===== src/verilog/fpm_pkg.sv =====
// Package of constants, types and carriers for the front-panel menu block.
package fpm_pkg;

  // ***************************************************************
  // Clock and timing.
  // ***************************************************************
  localparam int CLK_HZ = 25_000_000;
  localparam int TICK_HZ = 1000;
  localparam int TICK_CYC_DEF = CLK_HZ / TICK_HZ;
  localparam int DEBOUNCE_MS = 20;
  localparam int HOLD_SHORT_MS = 1000;
  localparam int HOLD_LONG_MS = 5000;
  localparam int MON_STEP_MS = 10;
  localparam int DASH_MS = 500;
  localparam logic [15:0] DEB_TICKS = 16'(DEBOUNCE_MS * TICK_HZ / 1000);
  localparam logic [15:0] HOLD1_TICKS = 16'(HOLD_SHORT_MS * TICK_HZ / 1000);
  localparam logic [15:0] HOLD5_TICKS = 16'(HOLD_LONG_MS * TICK_HZ / 1000);
  localparam logic [15:0] MON_TICKS = 16'(MON_STEP_MS * TICK_HZ / 1000);
  localparam logic [15:0] DASH_TICKS = 16'(DASH_MS * TICK_HZ / 1000);

  // ***************************************************************
  // Menu layout and setting words.
  // ***************************************************************
  localparam logic [2:0] MAIN_LAST = 3'h7;
  localparam logic [2:0] IT_SWG = 3'h4;
  localparam logic [2:0] IT_REC = 3'h5;
  localparam logic [2:0] IT_REG0 = 3'h6;
  localparam logic [2:0] IT_REGA = 3'h7;
  localparam int WORDS = 12;
  localparam logic [3:0] W_SWG = 4'h8;
  localparam logic [3:0] W_ADDR = 4'h9;
  localparam logic [3:0] W_RATE = 4'ha;
  localparam logic [3:0] W_PASS = 4'hb;
  localparam logic [15:0] DEF_ADDR = 16'h0001;
  localparam logic [15:0] DEF_RATE = 16'h4096;
  localparam logic [15:0] DEF_PASS = 16'h0001;
  localparam logic [15:0] DEF_ZERO = 16'h0000;
  localparam logic [1:0] SUB_MAX_SET = 2'h2;
  localparam logic [1:0] SUB_MAX_SWG = 2'h1;
  localparam logic [1:0] SUB_MAX_REGA = 2'h3;
  localparam logic [1:0] SUB_MON = 2'h2;
  localparam logic [2:0] POS_DP = 3'h3;
  localparam logic [2:0] POS_WHOLE = 3'h4;
  localparam logic [1:0] DP_LAST = 2'h2;
  localparam logic [3:0] SW_FINAL = 4'h8;
  localparam logic [3:0] TEST_FAULT = 4'h8;
  localparam int NSTAGE = 8;
  localparam int NRELAY = 4;

  // ***************************************************************
  // Register map.
  // ***************************************************************
  localparam logic [7:0] REG_STATUS = 8'h00;
  localparam logic [7:0] REG_MATRIX = 8'h04;
  localparam logic [7:0] REG_DISTURB = 8'h08;
  localparam logic [7:0] REG_MONITOR = 8'h0c;
  localparam logic [7:0] REG_REC = 8'h10;
  localparam logic [7:0] REG_SET_BASE = 8'h40;
  localparam logic [31:0] MATRIX_RST = 32'h0000_0000;

  // ***************************************************************
  // Types.
  // ***************************************************************
  typedef enum logic [2:0] {MD_MAIN, MD_SUB, MD_SET, MD_SWG, MD_TEST}
    fpm_mode_t;

  typedef struct packed {
    logic [7:0] addr;
    logic [31:0] wdata;
    logic wr;
    logic rd;
  } fpm_bus_t;

  typedef struct packed {
    logic [7:0] itemLed;
    logic itemLedFlash;
    logic redOn;
    logic redFlash;
    logic [3:0] red;
    logic [11:0] green;
    logic [1:0] dp;
    logic [3:0] greenFlash;
    logic dashes;
  } fpm_disp_t;

endpackage


===== src/verilog/fpm_menu.sv =====
// Front-panel menu, setting editor, trip test and setting banks.
`timescale 1ns/100ps
module fpm_menu #(
  parameter int TICK_CYC = fpm_pkg::TICK_CYC_DEF
) (
  // Clock and reset.
  input wire logic clk,
  input wire logic sys_rst,
  // Push buttons, pins.
  input wire logic btnStep,
  input wire logic btnProg,
  // Link and supply status, pins.
  input wire logic serLinkOk,
  input wire logic supplyLost,
  // Fault capture from protection logic.
  input wire logic faultEv,
  input wire logic [11:0] faultVal,
  // Register port.
  input wire fpm_pkg::fpm_bus_t bus,
  output logic [31:0] busRdata,
  // Panel display.
  output fpm_pkg::fpm_disp_t disp,
  // Outputs.
  output logic [fpm_pkg::NSTAGE-1:0] stageForce,
  output logic [fpm_pkg::NRELAY-1:0] relayOut,
  output logic internal_fault_output,
  output logic serialAlarm,
  output logic outOfService
);
  import fpm_pkg::*;

  // ***************************************************************
  // Millisecond tick and input synchronisers.
  // ***************************************************************
  logic [15:0] tickCnt_r;
  logic tick;
  logic [1:0] syncA_r, syncB_r;
  logic linkA_r, linkB_r, supA_r, supB_r;

  // Free-running divider for the tick.
  always_ff @(posedge clk or posedge sys_rst) begin
    if (sys_rst) begin
      tickCnt_r <= 16'h0000;
    end else if (tickCnt_r == 16'(TICK_CYC - 1)) begin
      tickCnt_r <= 16'h0000;
    end else begin
      tickCnt_r <= tickCnt_r + 16'h0001;
    end
  end
  assign tick = (tickCnt_r == 16'(TICK_CYC - 1));

  // Two flip-flops on every pin input.
  always_ff @(posedge clk or posedge sys_rst) begin
    if (sys_rst) begin
      syncA_r <= 2'h0;
      syncB_r <= 2'h0;
      linkA_r <= 1'b0;
      linkB_r <= 1'b0;
      supA_r <= 1'b0;
      supB_r <= 1'b0;
    end else begin
      syncA_r <= {btnProg, btnStep};
      syncB_r <= syncA_r;
      linkA_r <= serLinkOk;
      linkB_r <= linkA_r;
      supA_r <= supplyLost;
      supB_r <= supA_r;
    end
  end

  // ***************************************************************
  // Debounce and hold timing, index 0 step and 1 program.
  // ***************************************************************
  logic [1:0] pressed_r, rel, c1, c5;
  logic [15:0] hold_r [2];

  for (genvar b = 0; b < 2; b++) begin : g_btn
    logic [15:0] deb_r;
    // Debounce on the tick, then count held milliseconds.
    always_ff @(posedge clk or posedge sys_rst) begin
      if (sys_rst) begin
        deb_r <= 16'h0000;
        pressed_r[b] <= 1'b0;
        hold_r[b] <= 16'h0000;
      end else begin
        if (syncB_r[b] == pressed_r[b]) begin
          deb_r <= 16'h0000;
        end else if (tick && deb_r == DEB_TICKS - 16'h0001) begin
          deb_r <= 16'h0000;
          pressed_r[b] <= syncB_r[b];
        end else if (tick) begin
          deb_r <= deb_r + 16'h0001;
        end
        if (!pressed_r[b]) begin
          hold_r[b] <= 16'h0000;
        end else if (tick && hold_r[b] != HOLD5_TICKS) begin
          hold_r[b] <= hold_r[b] + 16'h0001;
        end
      end
    end
    assign rel[b] = pressed_r[b] && tick && deb_r == DEB_TICKS - 16'h0001
      && !syncB_r[b];
    assign c1[b] = pressed_r[b] && tick && hold_r[b] == HOLD1_TICKS - 16'h0001;
    assign c5[b] = pressed_r[b] && tick && hold_r[b] == HOLD5_TICKS - 16'h0001;
  end

  // ***************************************************************
  // Press events; a press used by a chord or a long hold is spent.
  // ***************************************************************
  logic used_r;
  logic evBoth, evProgRel, evProgLongRel, evProg5, evStepRel, evStep1;

  assign evBoth = pressed_r[0] && pressed_r[1] && !used_r;
  assign evProg5 = c5[1] && !pressed_r[0] && !used_r;
  assign evProgRel = rel[1] && !used_r && hold_r[1] != HOLD5_TICKS;
  assign evProgLongRel = evProgRel && hold_r[1] >= HOLD1_TICKS;
  assign evStepRel = rel[0] && !used_r && hold_r[0] < HOLD1_TICKS;
  assign evStep1 = c1[0] && !pressed_r[1] && !used_r;

  // Spent flag clears once both buttons are up.
  always_ff @(posedge clk or posedge sys_rst) begin
    if (sys_rst) begin
      used_r <= 1'b0;
    end else if (!pressed_r[0] && !pressed_r[1]) begin
      used_r <= 1'b0;
    end else if (evBoth || evProg5) begin
      used_r <= 1'b1;
    end
  end

  // ***************************************************************
  // Setting banks with checksums.
  // ***************************************************************
  logic [15:0] bankA_r [WORDS];
  logic [15:0] bankB_r [WORDS];
  logic [15:0] sumA, sumB, sumA_r, sumB_r;
  logic okA, okB;
  logic panelWr;
  logic [3:0] panelIdx;
  logic [15:0] panelData;
  logic busSetWr;
  logic [3:0] busIdx;

  // Each bank holds its words and a stored checksum register.
  always_comb begin
    sumA = 16'h0000;
    sumB = 16'h0000;
    for (int i = 0; i < WORDS; i++) begin
      sumA = sumA + bankA_r[i];
      sumB = sumB + bankB_r[i];
    end
  end
  assign okA = (sumA == sumA_r);
  assign okB = (sumB == sumB_r);
  assign busIdx = bus.addr[5:2];
  assign busSetWr = bus.wr && bus.addr[7:6] == REG_SET_BASE[7:6]
    && busIdx < 4'(WORDS) && bus.addr[1:0] == 2'b00;

  // Writes go to both banks; a bad bank is copied from the good one.
  always_ff @(posedge clk or posedge sys_rst) begin
    if (sys_rst) begin
      for (int i = 0; i < WORDS; i++) begin
        bankA_r[i] <= DEF_ZERO;
        bankB_r[i] <= DEF_ZERO;
      end
      bankA_r[W_ADDR] <= DEF_ADDR;
      bankB_r[W_ADDR] <= DEF_ADDR;
      bankA_r[W_RATE] <= DEF_RATE;
      bankB_r[W_RATE] <= DEF_RATE;
      bankA_r[W_PASS] <= DEF_PASS;
      bankB_r[W_PASS] <= DEF_PASS;
      sumA_r <= DEF_ADDR + DEF_RATE + DEF_PASS;
      sumB_r <= DEF_ADDR + DEF_RATE + DEF_PASS;
    end else if (panelWr || busSetWr) begin
      bankA_r[panelWr ? panelIdx : busIdx] <= panelWr ? panelData
        : bus.wdata[15:0];
      bankB_r[panelWr ? panelIdx : busIdx] <= panelWr ? panelData
        : bus.wdata[15:0];
      sumA_r <= sumA - bankA_r[panelWr ? panelIdx : busIdx]
        + (panelWr ? panelData : bus.wdata[15:0]);
      sumB_r <= sumA - bankA_r[panelWr ? panelIdx : busIdx]
        + (panelWr ? panelData : bus.wdata[15:0]);
    end else if (bus.wr && bus.addr == REG_DISTURB) begin
      if (bus.wdata[0]) bankA_r[0] <= ~bankA_r[0];
      if (bus.wdata[1]) bankB_r[0] <= ~bankB_r[0];
    end else if (!okA && okB) begin
      for (int i = 0; i < WORDS; i++) bankA_r[i] <= bankB_r[i];
      sumA_r <= sumB_r;
    end else if (okA && !okB) begin
      for (int i = 0; i < WORDS; i++) bankB_r[i] <= bankA_r[i];
      sumB_r <= sumA_r;
    end
  end

  // Both banks bad takes the relay out of service.
  always_ff @(posedge clk or posedge sys_rst) begin
    if (sys_rst) begin
      outOfService <= 1'b0;
    end else if (!okA && !okB) begin
      outOfService <= 1'b1;
    end
  end

  // Words in use come from whichever bank checks good.
  function automatic logic [15:0] setWord(input logic [3:0] i);
    setWord = okA ? bankA_r[i] : bankB_r[i];
  endfunction

  // ***************************************************************
  // Bus monitor and recorded registers.
  // ***************************************************************
  logic [7:0] mon_r;
  logic [15:0] monTick_r;
  logic [11:0] recVal_r;
  logic [11:0] recCount_r;
  logic recClr;

  // Monitor reads zero while linked, else scrolls 1 to 255.
  always_ff @(posedge clk or posedge sys_rst) begin
    if (sys_rst) begin
      mon_r <= 8'h01;
      monTick_r <= 16'h0000;
    end else if (linkB_r) begin
      mon_r <= 8'h00;
      monTick_r <= 16'h0000;
    end else if (tick && monTick_r == MON_TICKS - 16'h0001) begin
      monTick_r <= 16'h0000;
      mon_r <= (mon_r == 8'hff || mon_r == 8'h00) ? 8'h01
        : mon_r + 8'h01;
    end else if (tick) begin
      monTick_r <= monTick_r + 16'h0001;
    end
  end

  // Recorded value is volatile; the fault count is kept on clear.
  always_ff @(posedge clk or posedge sys_rst) begin
    if (sys_rst) begin
      recVal_r <= 12'h000;
      recCount_r <= 12'h000;
    end else if (supB_r) begin
      recVal_r <= 12'h000;
      recCount_r <= 12'h000;
    end else if (faultEv) begin
      recVal_r <= faultVal;
      recCount_r <= recCount_r + 12'h001;
    end else if (recClr) begin
      recVal_r <= 12'h000;
    end
  end

  // ***************************************************************
  // Menu state machine.
  // ***************************************************************
  fpm_mode_t mode_r;
  logic [2:0] item_r, pos_r;
  logic [1:0] sub_r, subMax, dp_r;
  logic [11:0] edit_r;
  logic [7:0] sw_r;
  logic [3:0] swPos_r, testSel_r, wIdx;
  logic [15:0] dash_r;
  logic [15:0] curWord, swgWord, addrWord;

  // Words in use at the current position, switchgroup and address.
  always_comb begin
    curWord = setWord(wIdx);
    swgWord = setWord(W_SWG);
    addrWord = setWord(W_ADDR);
  end

  // Submenu count and word index of the current position.
  always_comb begin
    subMax = (item_r < IT_SWG) ? SUB_MAX_SET : (item_r == IT_SWG)
      ? SUB_MAX_SWG : (item_r == IT_REGA) ? SUB_MAX_REGA : 2'h0;
    wIdx = (item_r < IT_SWG) ? {item_r[1:0], 1'b0} + 4'(sub_r == 2'h2)
      : (item_r == IT_SWG) ? W_SWG : (sub_r == 2'h1) ? W_RATE : W_PASS;
  end
  assign panelWr = evBoth && ((mode_r == MD_SET && pos_r == POS_WHOLE)
    || (mode_r == MD_SWG && swPos_r == SW_FINAL));
  assign panelIdx = wIdx;
  assign panelData = (mode_r == MD_SWG) ? {8'h00, sw_r}
    : {dp_r, 2'b00, edit_r};
  assign recClr = evBoth && mode_r == MD_MAIN && item_r == IT_REC;

  // Mode, menu position and editor state.
  always_ff @(posedge clk or posedge sys_rst) begin
    if (sys_rst) begin
      mode_r <= MD_MAIN;
      item_r <= 3'h0;
      sub_r <= 2'h0;
      pos_r <= 3'h0;
      dp_r <= 2'h0;
      edit_r <= 12'h000;
      sw_r <= 8'h00;
      swPos_r <= SW_FINAL;
      testSel_r <= 4'h0;
    end else begin
      unique case (mode_r)
        MD_MAIN: begin
          if (evStepRel) begin
            item_r <= (item_r == MAIN_LAST) ? 3'h0 : item_r + 3'h1;
          end else if (evProgLongRel && subMax != 2'h0) begin
            mode_r <= MD_SUB;
            sub_r <= 2'h1;
          end else if (evProg5 && item_r == IT_REG0) begin
            mode_r <= MD_TEST;
            testSel_r <= 4'h0;
          end
        end
        MD_SUB: begin
          if (evStep1 && sub_r == subMax) begin
            mode_r <= MD_MAIN;
            sub_r <= 2'h0;
          end else if (evStep1) begin
            sub_r <= sub_r + 2'h1;
          end else if (evProg5 && item_r == IT_SWG) begin
            mode_r <= MD_SWG;
            sw_r <= swgWord[7:0];
            swPos_r <= SW_FINAL;
          end else if (evProg5
              && !(item_r == IT_REGA && sub_r == SUB_MON)) begin
            mode_r <= MD_SET;
            pos_r <= POS_WHOLE;
            edit_r <= curWord[11:0];
            dp_r <= curWord[15:14];
          end
        end
        MD_SET: begin
          if (evProg5 || panelWr) begin
            mode_r <= MD_SUB;
          end else if (evProgRel) begin
            pos_r <= (pos_r == POS_WHOLE) ? 3'h0 : pos_r + 3'h1;
          end else if (evStepRel && pos_r == POS_DP) begin
            dp_r <= (dp_r == DP_LAST) ? 2'h0 : dp_r + 2'h1;
          end else if (evStepRel && pos_r < POS_DP) begin
            edit_r[pos_r*4 +: 4] <= (edit_r[pos_r*4 +: 4] == 4'h9) ? 4'h0
              : edit_r[pos_r*4 +: 4] + 4'h1;
          end
        end
        MD_SWG: begin
          if (evProg5 || panelWr) begin
            mode_r <= MD_SUB;
          end else if (evProgRel) begin
            swPos_r <= (swPos_r == SW_FINAL) ? 4'h0 : swPos_r + 4'h1;
          end else if (evStepRel && swPos_r != SW_FINAL) begin
            sw_r[swPos_r[2:0]] <= ~sw_r[swPos_r[2:0]];
          end
        end
        MD_TEST: begin
          if (evProg5) begin
            mode_r <= MD_MAIN;
          end else if (evProgRel) begin
            testSel_r <= (testSel_r == TEST_FAULT) ? 4'h0
              : testSel_r + 4'h1;
          end
        end
      endcase
    end
  end

  // Dash flash lasts a fixed time after each store from the panel.
  always_ff @(posedge clk or posedge sys_rst) begin
    if (sys_rst) begin
      dash_r <= 16'h0000;
    end else if (panelWr) begin
      dash_r <= DASH_TICKS;
    end else if (tick && dash_r != 16'h0000) begin
      dash_r <= dash_r - 16'h0001;
    end
  end

  // ***************************************************************
  // Trip test outputs.
  // ***************************************************************
  logic faultTest;

  assign faultTest = mode_r == MD_TEST && testSel_r == TEST_FAULT
    && pressed_r[0] && hold_r[0] >= HOLD1_TICKS;

  // Forced stage, relay matrix and fault outputs.
  logic [31:0] matrix_r;
  always_ff @(posedge clk or posedge sys_rst) begin
    if (sys_rst) begin
      stageForce <= '0;
      relayOut <= '0;
      internal_fault_output <= 1'b0;
      serialAlarm <= 1'b0;
    end else begin
      for (int s = 0; s < NSTAGE; s++) begin
        stageForce[s] <= mode_r == MD_TEST && testSel_r == 4'(s)
          && pressed_r[0] && pressed_r[1];
      end
      for (int r = 0; r < NRELAY; r++) begin
        relayOut[r] <= |(stageForce & matrix_r[r*NSTAGE +: NSTAGE]);
      end
      internal_fault_output <= faultTest || outOfService;
      serialAlarm <= outOfService;
    end
  end

  // ***************************************************************
  // Display.
  // ***************************************************************
  function automatic logic [11:0] toBcd(input logic [7:0] v);
    logic [19:0] s;
    s = {12'h000, v};
    for (int i = 0; i < 8; i++) begin
      for (int d = 0; d < 3; d++) begin
        if (s[8+4*d +: 4] > 4'h4) s[8+4*d +: 4] = s[8+4*d +: 4] + 4'h3;
      end
      s = s << 1;
    end
    toBcd = s[19:8];
  endfunction

  // Display contents chosen by mode, registered.
  always_ff @(posedge clk or posedge sys_rst) begin
    if (sys_rst) begin
      disp <= '0;
    end else begin
      disp.itemLed <= 8'h01 << item_r;
      disp.itemLedFlash <= 1'b0;
      disp.redOn <= 1'b0;
      disp.redFlash <= 1'b0;
      disp.red <= {1'b0, item_r};
      disp.greenFlash <= 4'h0;
      disp.dashes <= dash_r != 16'h0000;
      disp.dp <= 2'h0;
      disp.green <= 12'h000;
      unique case (mode_r)
        MD_MAIN: begin
          disp.green <= (item_r < IT_SWG) ? curWord[11:0]
            : (item_r == IT_SWG) ? toBcd(swgWord[7:0])
            : (item_r == IT_REC) ? recVal_r
            : (item_r == IT_REGA) ? addrWord[11:0] : 12'h000;
          disp.dp <= (item_r < IT_SWG) ? curWord[15:14] : 2'h0;
        end
        MD_SUB: begin
          disp.redOn <= 1'b1;
          disp.redFlash <= 1'b1;
          disp.red <= {2'b00, sub_r};
          disp.green <= (item_r == IT_SWG) ? toBcd(swgWord[7:0])
            : (item_r == IT_REGA && sub_r == SUB_MON) ? toBcd(mon_r)
            : curWord[11:0];
          disp.dp <= (item_r == IT_SWG || (item_r == IT_REGA
            && sub_r == SUB_MON)) ? 2'h0 : curWord[15:14];
        end
        MD_SET: begin
          disp.redOn <= 1'b1;
          disp.red <= {2'b00, sub_r};
          disp.green <= edit_r;
          disp.dp <= dp_r;
          disp.greenFlash <= (pos_r == POS_WHOLE) ? 4'hf
            : 4'h1 << pos_r;
        end
        MD_SWG: begin
          disp.redOn <= 1'b1;
          disp.red <= (swPos_r == SW_FINAL) ? {2'b00, sub_r}
            : swPos_r + 4'h1;
          disp.green <= (swPos_r == SW_FINAL) ? toBcd(sw_r)
            : {11'h000, sw_r[swPos_r[2:0]]};
          disp.greenFlash <= 4'hf;
        end
        MD_TEST: begin
          disp.itemLed <= (testSel_r == TEST_FAULT) ? 8'h00
            : 8'h01 << testSel_r[3:1];
          disp.itemLedFlash <= testSel_r != TEST_FAULT;
          disp.greenFlash <= 4'h7;
        end
      endcase
    end
  end

  // ***************************************************************
  // Register port.
  // ***************************************************************
  always_ff @(posedge clk or posedge sys_rst) begin
    if (sys_rst) begin
      matrix_r <= MATRIX_RST;
    end else if (bus.wr && bus.addr == REG_MATRIX) begin
      matrix_r <= bus.wdata;
    end
  end

  // Read data for one cycle after the strobe; unmapped reads zero.
  always_ff @(posedge clk or posedge sys_rst) begin
    if (sys_rst) begin
      busRdata <= 32'h0000_0000;
    end else if (!bus.rd) begin
      busRdata <= 32'h0000_0000;
    end else if (bus.addr == REG_STATUS) begin
      busRdata <= {24'h000000, okB, okA, outOfService, 2'b00, mode_r};
    end else if (bus.addr == REG_MATRIX) begin
      busRdata <= matrix_r;
    end else if (bus.addr == REG_MONITOR) begin
      busRdata <= {24'h000000, mon_r};
    end else if (bus.addr == REG_REC) begin
      busRdata <= {4'h0, recCount_r, 4'h0, recVal_r};
    end else if (bus.addr[7:6] == REG_SET_BASE[7:6] && busIdx < 4'(WORDS)
        && bus.addr[1:0] == 2'b00) begin
      busRdata <= {16'h0000, setWord(busIdx)};
    end else begin
      busRdata <= 32'h0000_0000;
    end
  end

endmodule


===== config.mk =====
export PLATFORM = sky130hd
export DESIGN_NAME = fpm_menu
export DESIGN_NICKNAME = d
export VERILOG_FILES = /design/src/verilog/fpm_pkg.sv /design/src/verilog/fpm_menu.sv
export SDC_FILE = /design/constraint.sdc
export NUM_CORES = 2
export LEC_CHECK = 0
export ABC_AREA = 1
export BUFFER_PORTS_ARGS = -buffer_cell sky130_fd_sc_hd__buf_2
export CORE_UTILIZATION = 45
export CTS_BUF_LIST = sky130_fd_sc_hd__clkbuf_16
export DETAILED_ROUTE_END_ITERATION = 6
export SYNTH_ARGS = -nofsm -noshare
export SYNTH_HDL_FRONTEND = slang
export SYNTH_SLANG_ARGS = --single-unit

===== constraint.sdc =====
create_clock -name clk -period 22.8 [get_ports clk]
set_clock_uncertainty 0.05 [all_clocks]
set_input_delay 2.28 -clock clk [delete_from_list [all_inputs] [get_ports clk]]
set_output_delay 2.28 -clock clk [all_outputs]
set_load 0.005 [all_outputs]

==> results.yml <==
status:
  run_status: "finished, violations left"
  violations: "max-capacitance violations, max-slew violations"
timing:
  drv_slew: 6
  setup_viol: 0
  rsz0062_at_grt: "false"
  fin_crit_ns: 10.22
  fmax_ghz: 0.0979
  slew-limit-headroom_pct: -3.42
  worstMarginPinSlew_ns: 1.54
  final-hold-violation-count: 0
  period_share_pct: 44.8
  setup_tns_ns: 0
clock_network:
  clkTransAtPathRegs_ns: 0.06
  cts_buffer_depth: 3
  clock-sinks: 725
  htreeDepth: 3
  numCtsBuffers: 91
  clockRootBuffer: "clkbuf_16"
  cts_tree: "done"
  clk_latency_ns: 0.74
  cts.hold.buffers_added: 0
  ctsResizeCount: 0
  post_cts_buffers: 0
drt:
  dr.pass1.iters: 6
  wirelength_um: 243000
  drt_iter0_drc: 7396
  drc: 0
  wl_per_cell_um: 27.5
  num_vias: 55300
  avgViaCountPerCell: 6.25
  detail-route-antenna-nets: 0
cells_and_area:
  nNetsFinal: 7637
  area_growth_pct: 9.07
  fillers: 11900
  drive_gt1_share_pct: 7.46
placed_design:
  hpwl_um: 169000
  gp_congestion: 1.06
  buffer_ports.inserted: 141
synth:
  synthFlopType: "dfrtp_1"
  yosysMostFrequentCell: "nand2_1"
  synth_common_cells: "nand2_1, inv_1, o21ai_0"
  syn_inst: 7209
  synth_seq_cells: 725
  synth_edf_count: 0
  syn_avg_cell_area_sq_um: 7.56
  syn-cell-area_sq_um: 54500
  synth-async-reset-ratio_pct: 100
  seq_area_frac_synth_pct: 33.3
  yosysTopAreaCell: "dfrtp_1"
  synth_area_leaders: "dfrtp_1, fa_1, nand2_1"
  syn_nets: 7701
  ys_types: 73
  synth_top_area_share_pct: 32.2
  ys_warn_count: 0
setup_path:
  regToRegStartpoint: "bankA_r[7]$_DFFE_PP0P_"
  r2r_cells: 27
  r2r_end: "bankB_r[138]$_DFFE_PP0P_"
  cp.required_ns: 23.31
  crit_type: "reg -> reg"
  cp.arrival_ns: 10.72
  worst-r2r-setup-slack_ns: 12.58
  cp-end-kind: "flop"
  path_max_fanout: 32
  cp-start-kind: "flop"
grt:
  antenna_found_initial: 8
  track_usage_pct: 39.4
  grt_overflow: 0
  grt_pass1_wl_um: 351000
  grt_max_degree: 169
  grt_pass1_vias: 51400
hold_path:
  min_path_type: "reg -> reg"
  min_to: "syncB_r[0]$_DFF_PP0_"
  hold_path_depth: 0
  min_from: "syncA_r[0]$_DFF_PP0_"
floorplan:
  die_h_um: 350
  core-area_sq_um: 120000
  ios: 142
  die-area_sq_um: 123000
  die_w_um: 350
  row_count: 127
  start_util_pct: 45.4
flow_run:
  drv_cap: 2
sequential cells by signal (all words and copies together), names as in the netlist, 4 cells and up:
| signal | count |
|---|---|
| edit_r | 12 |
| busRdata | 32 |
| relayOut | 4 |
| matrix_r | 32 |
| mon_r | 8 |
| bankB_r | 192 |
| sumB_r | 16 |
| recCount_r | 12 |
| tickCnt_r | 16 |
| monTick_r | 16 |
| hold_r | 32 |
| disp | 34 |
| sw_r | 8 |
| swPos_r | 4 |
| g_btn.deb_r | 32 |
| dash_r | 16 |
| sumA_r | 16 |
| testSel_r | 4 |
| bankA_r | 192 |
| recVal_r | 12 |
| stageForce | 8 |
cells in the final DEF (no fill, tap or decap), drive strengths merged, types with 17 or more instances in the layout:
cell,instances
a21oi,298
a22oi,28
a31oi,58
buf,240
clkbuf,93
clkinv,52
dfrtp,701
dfstp,24
fa,301
ha,130
inv,1234
nand2,1315
nand3,211
nand4,54
nor2,380
nor3,105
nor4,35
o211ai,43
o21ai,996
o221ai,53
o22ai,584
o311ai,17
or2,19
xnor2,28
xor2,63
worst max-delay path: stages, from the launching register on:
cell     delay, ns
dfrtp_1       0.45
fa_1          0.61
inv_1         0.09
fa_1          0.51
fa_1          0.55
fa_1          0.54
fa_1          0.55
inv_1         0.05
ha_1          0.53
nand2_2       0.15
nor2_2        0.13
nand2_1       0.08
nand3_1       0.13
nand2_1       0.13
nand2_1       0.08
nand2_1       0.06
nor3_2        0.19
nand4_1       0.12
nor2_2        0.68
nand3_4       0.64
inv_2         0.19
nand2_1       0.08
nor2_1        0.58
nor2_1        0.14
inv_2         0.49
nand2_1       0.81
inv_1         1.23
o21ai_0       0.19
how the worst max path moves through the flow:
stage / start / to / cells past startpoint
after global routing: bankA_r[98]$_DFFE_PP0P_ / disp[10]$_DFF_PP0_ / 56
final: bankA_r[7]$_DFFE_PP0P_ / bankB_r[138]$_DFFE_PP0P_ / 27
after floorplan: sys_rst / bankA_r[100]$_DFFE_PP0P_ / 1
after CTS: bankA_r[7]$_DFFE_PP0P_ / bankB_r[90]$_DFFE_PP0P_ / 29
after global placement: bankA_r[7]$_DFFE_PP0P_ / bankB_r[91]$_DFFE_PP0P_ / 28
after detailed placement: bankA_r[7]$_DFFE_PP0P_ / bankB_r[91]$_DFFE_PP0P_ / 28
layer usage:
| metal | share of wire (%) | routed length, um | vias up | GRT usage (%) |
|---|---|---|---|---|
| li1 | - | - | 24000 | - |
| met1 | 38 | 92800 | 26700 | 51.8 |
| met2 | 40 | 97600 | 3829 | 54.8 |
| met3 | 15 | 36400 | 772 | 15.3 |
| met4 | 6.7 | 16300 | 2 | 22.5 |
| met5 | 0.0041 | 10 | - | 0 |
cell type report:
class	count	area [sq um]	share of cell area [%]
tap	1612	2020	3.39
clock buffer	92	2300	3.87
inverter	1219	4590	7.72
sequential	725	18200	30.6
antenna	7	17.5	0.0295
multi-input combinational	4867	30300	50.9
timing repair buffer	241	1510	2.55
clock inverter	77	553	0.930
cells by family (layout without fill, tap and decap cells):
logic type	count (synthesis)	in the layout	synth area share, %
buffers and inverters	1617	1629	11.2
XOR/XNOR	93	93	1.57
AO/OA/AOI/OAI	2178	2178	22.9
adder cells (fa/ha/maj)	431	431	14.0
flip-flops	725	725	33.3
other	0	7	0
multiplexers	10	10	0.207
AND/OR/NAND/NOR	2155	2155	16.7
per-stage QoR:
step	cells	setup WS (ns)	hold slack [ns]	util (%)	instance area [sq um]
6_report	8840	12.58	0.298	49.6	59500
2_1_floorplan	7209	0.171	0.281	-	54500
4_1_cts	8831	12.83	0.295	49.5	59400
3_3_place_gp	8662	12.93	0.285	47.1	56500
3_5_place_dp	8662	12.81	0.285	47.1	56500
5_1_grt	8833	12.23	0.305	49.5	59400
Power is left out: the tool's default activity adds up to more than one toggle a clock period on the data nets, which glitch-free logic cannot reach.
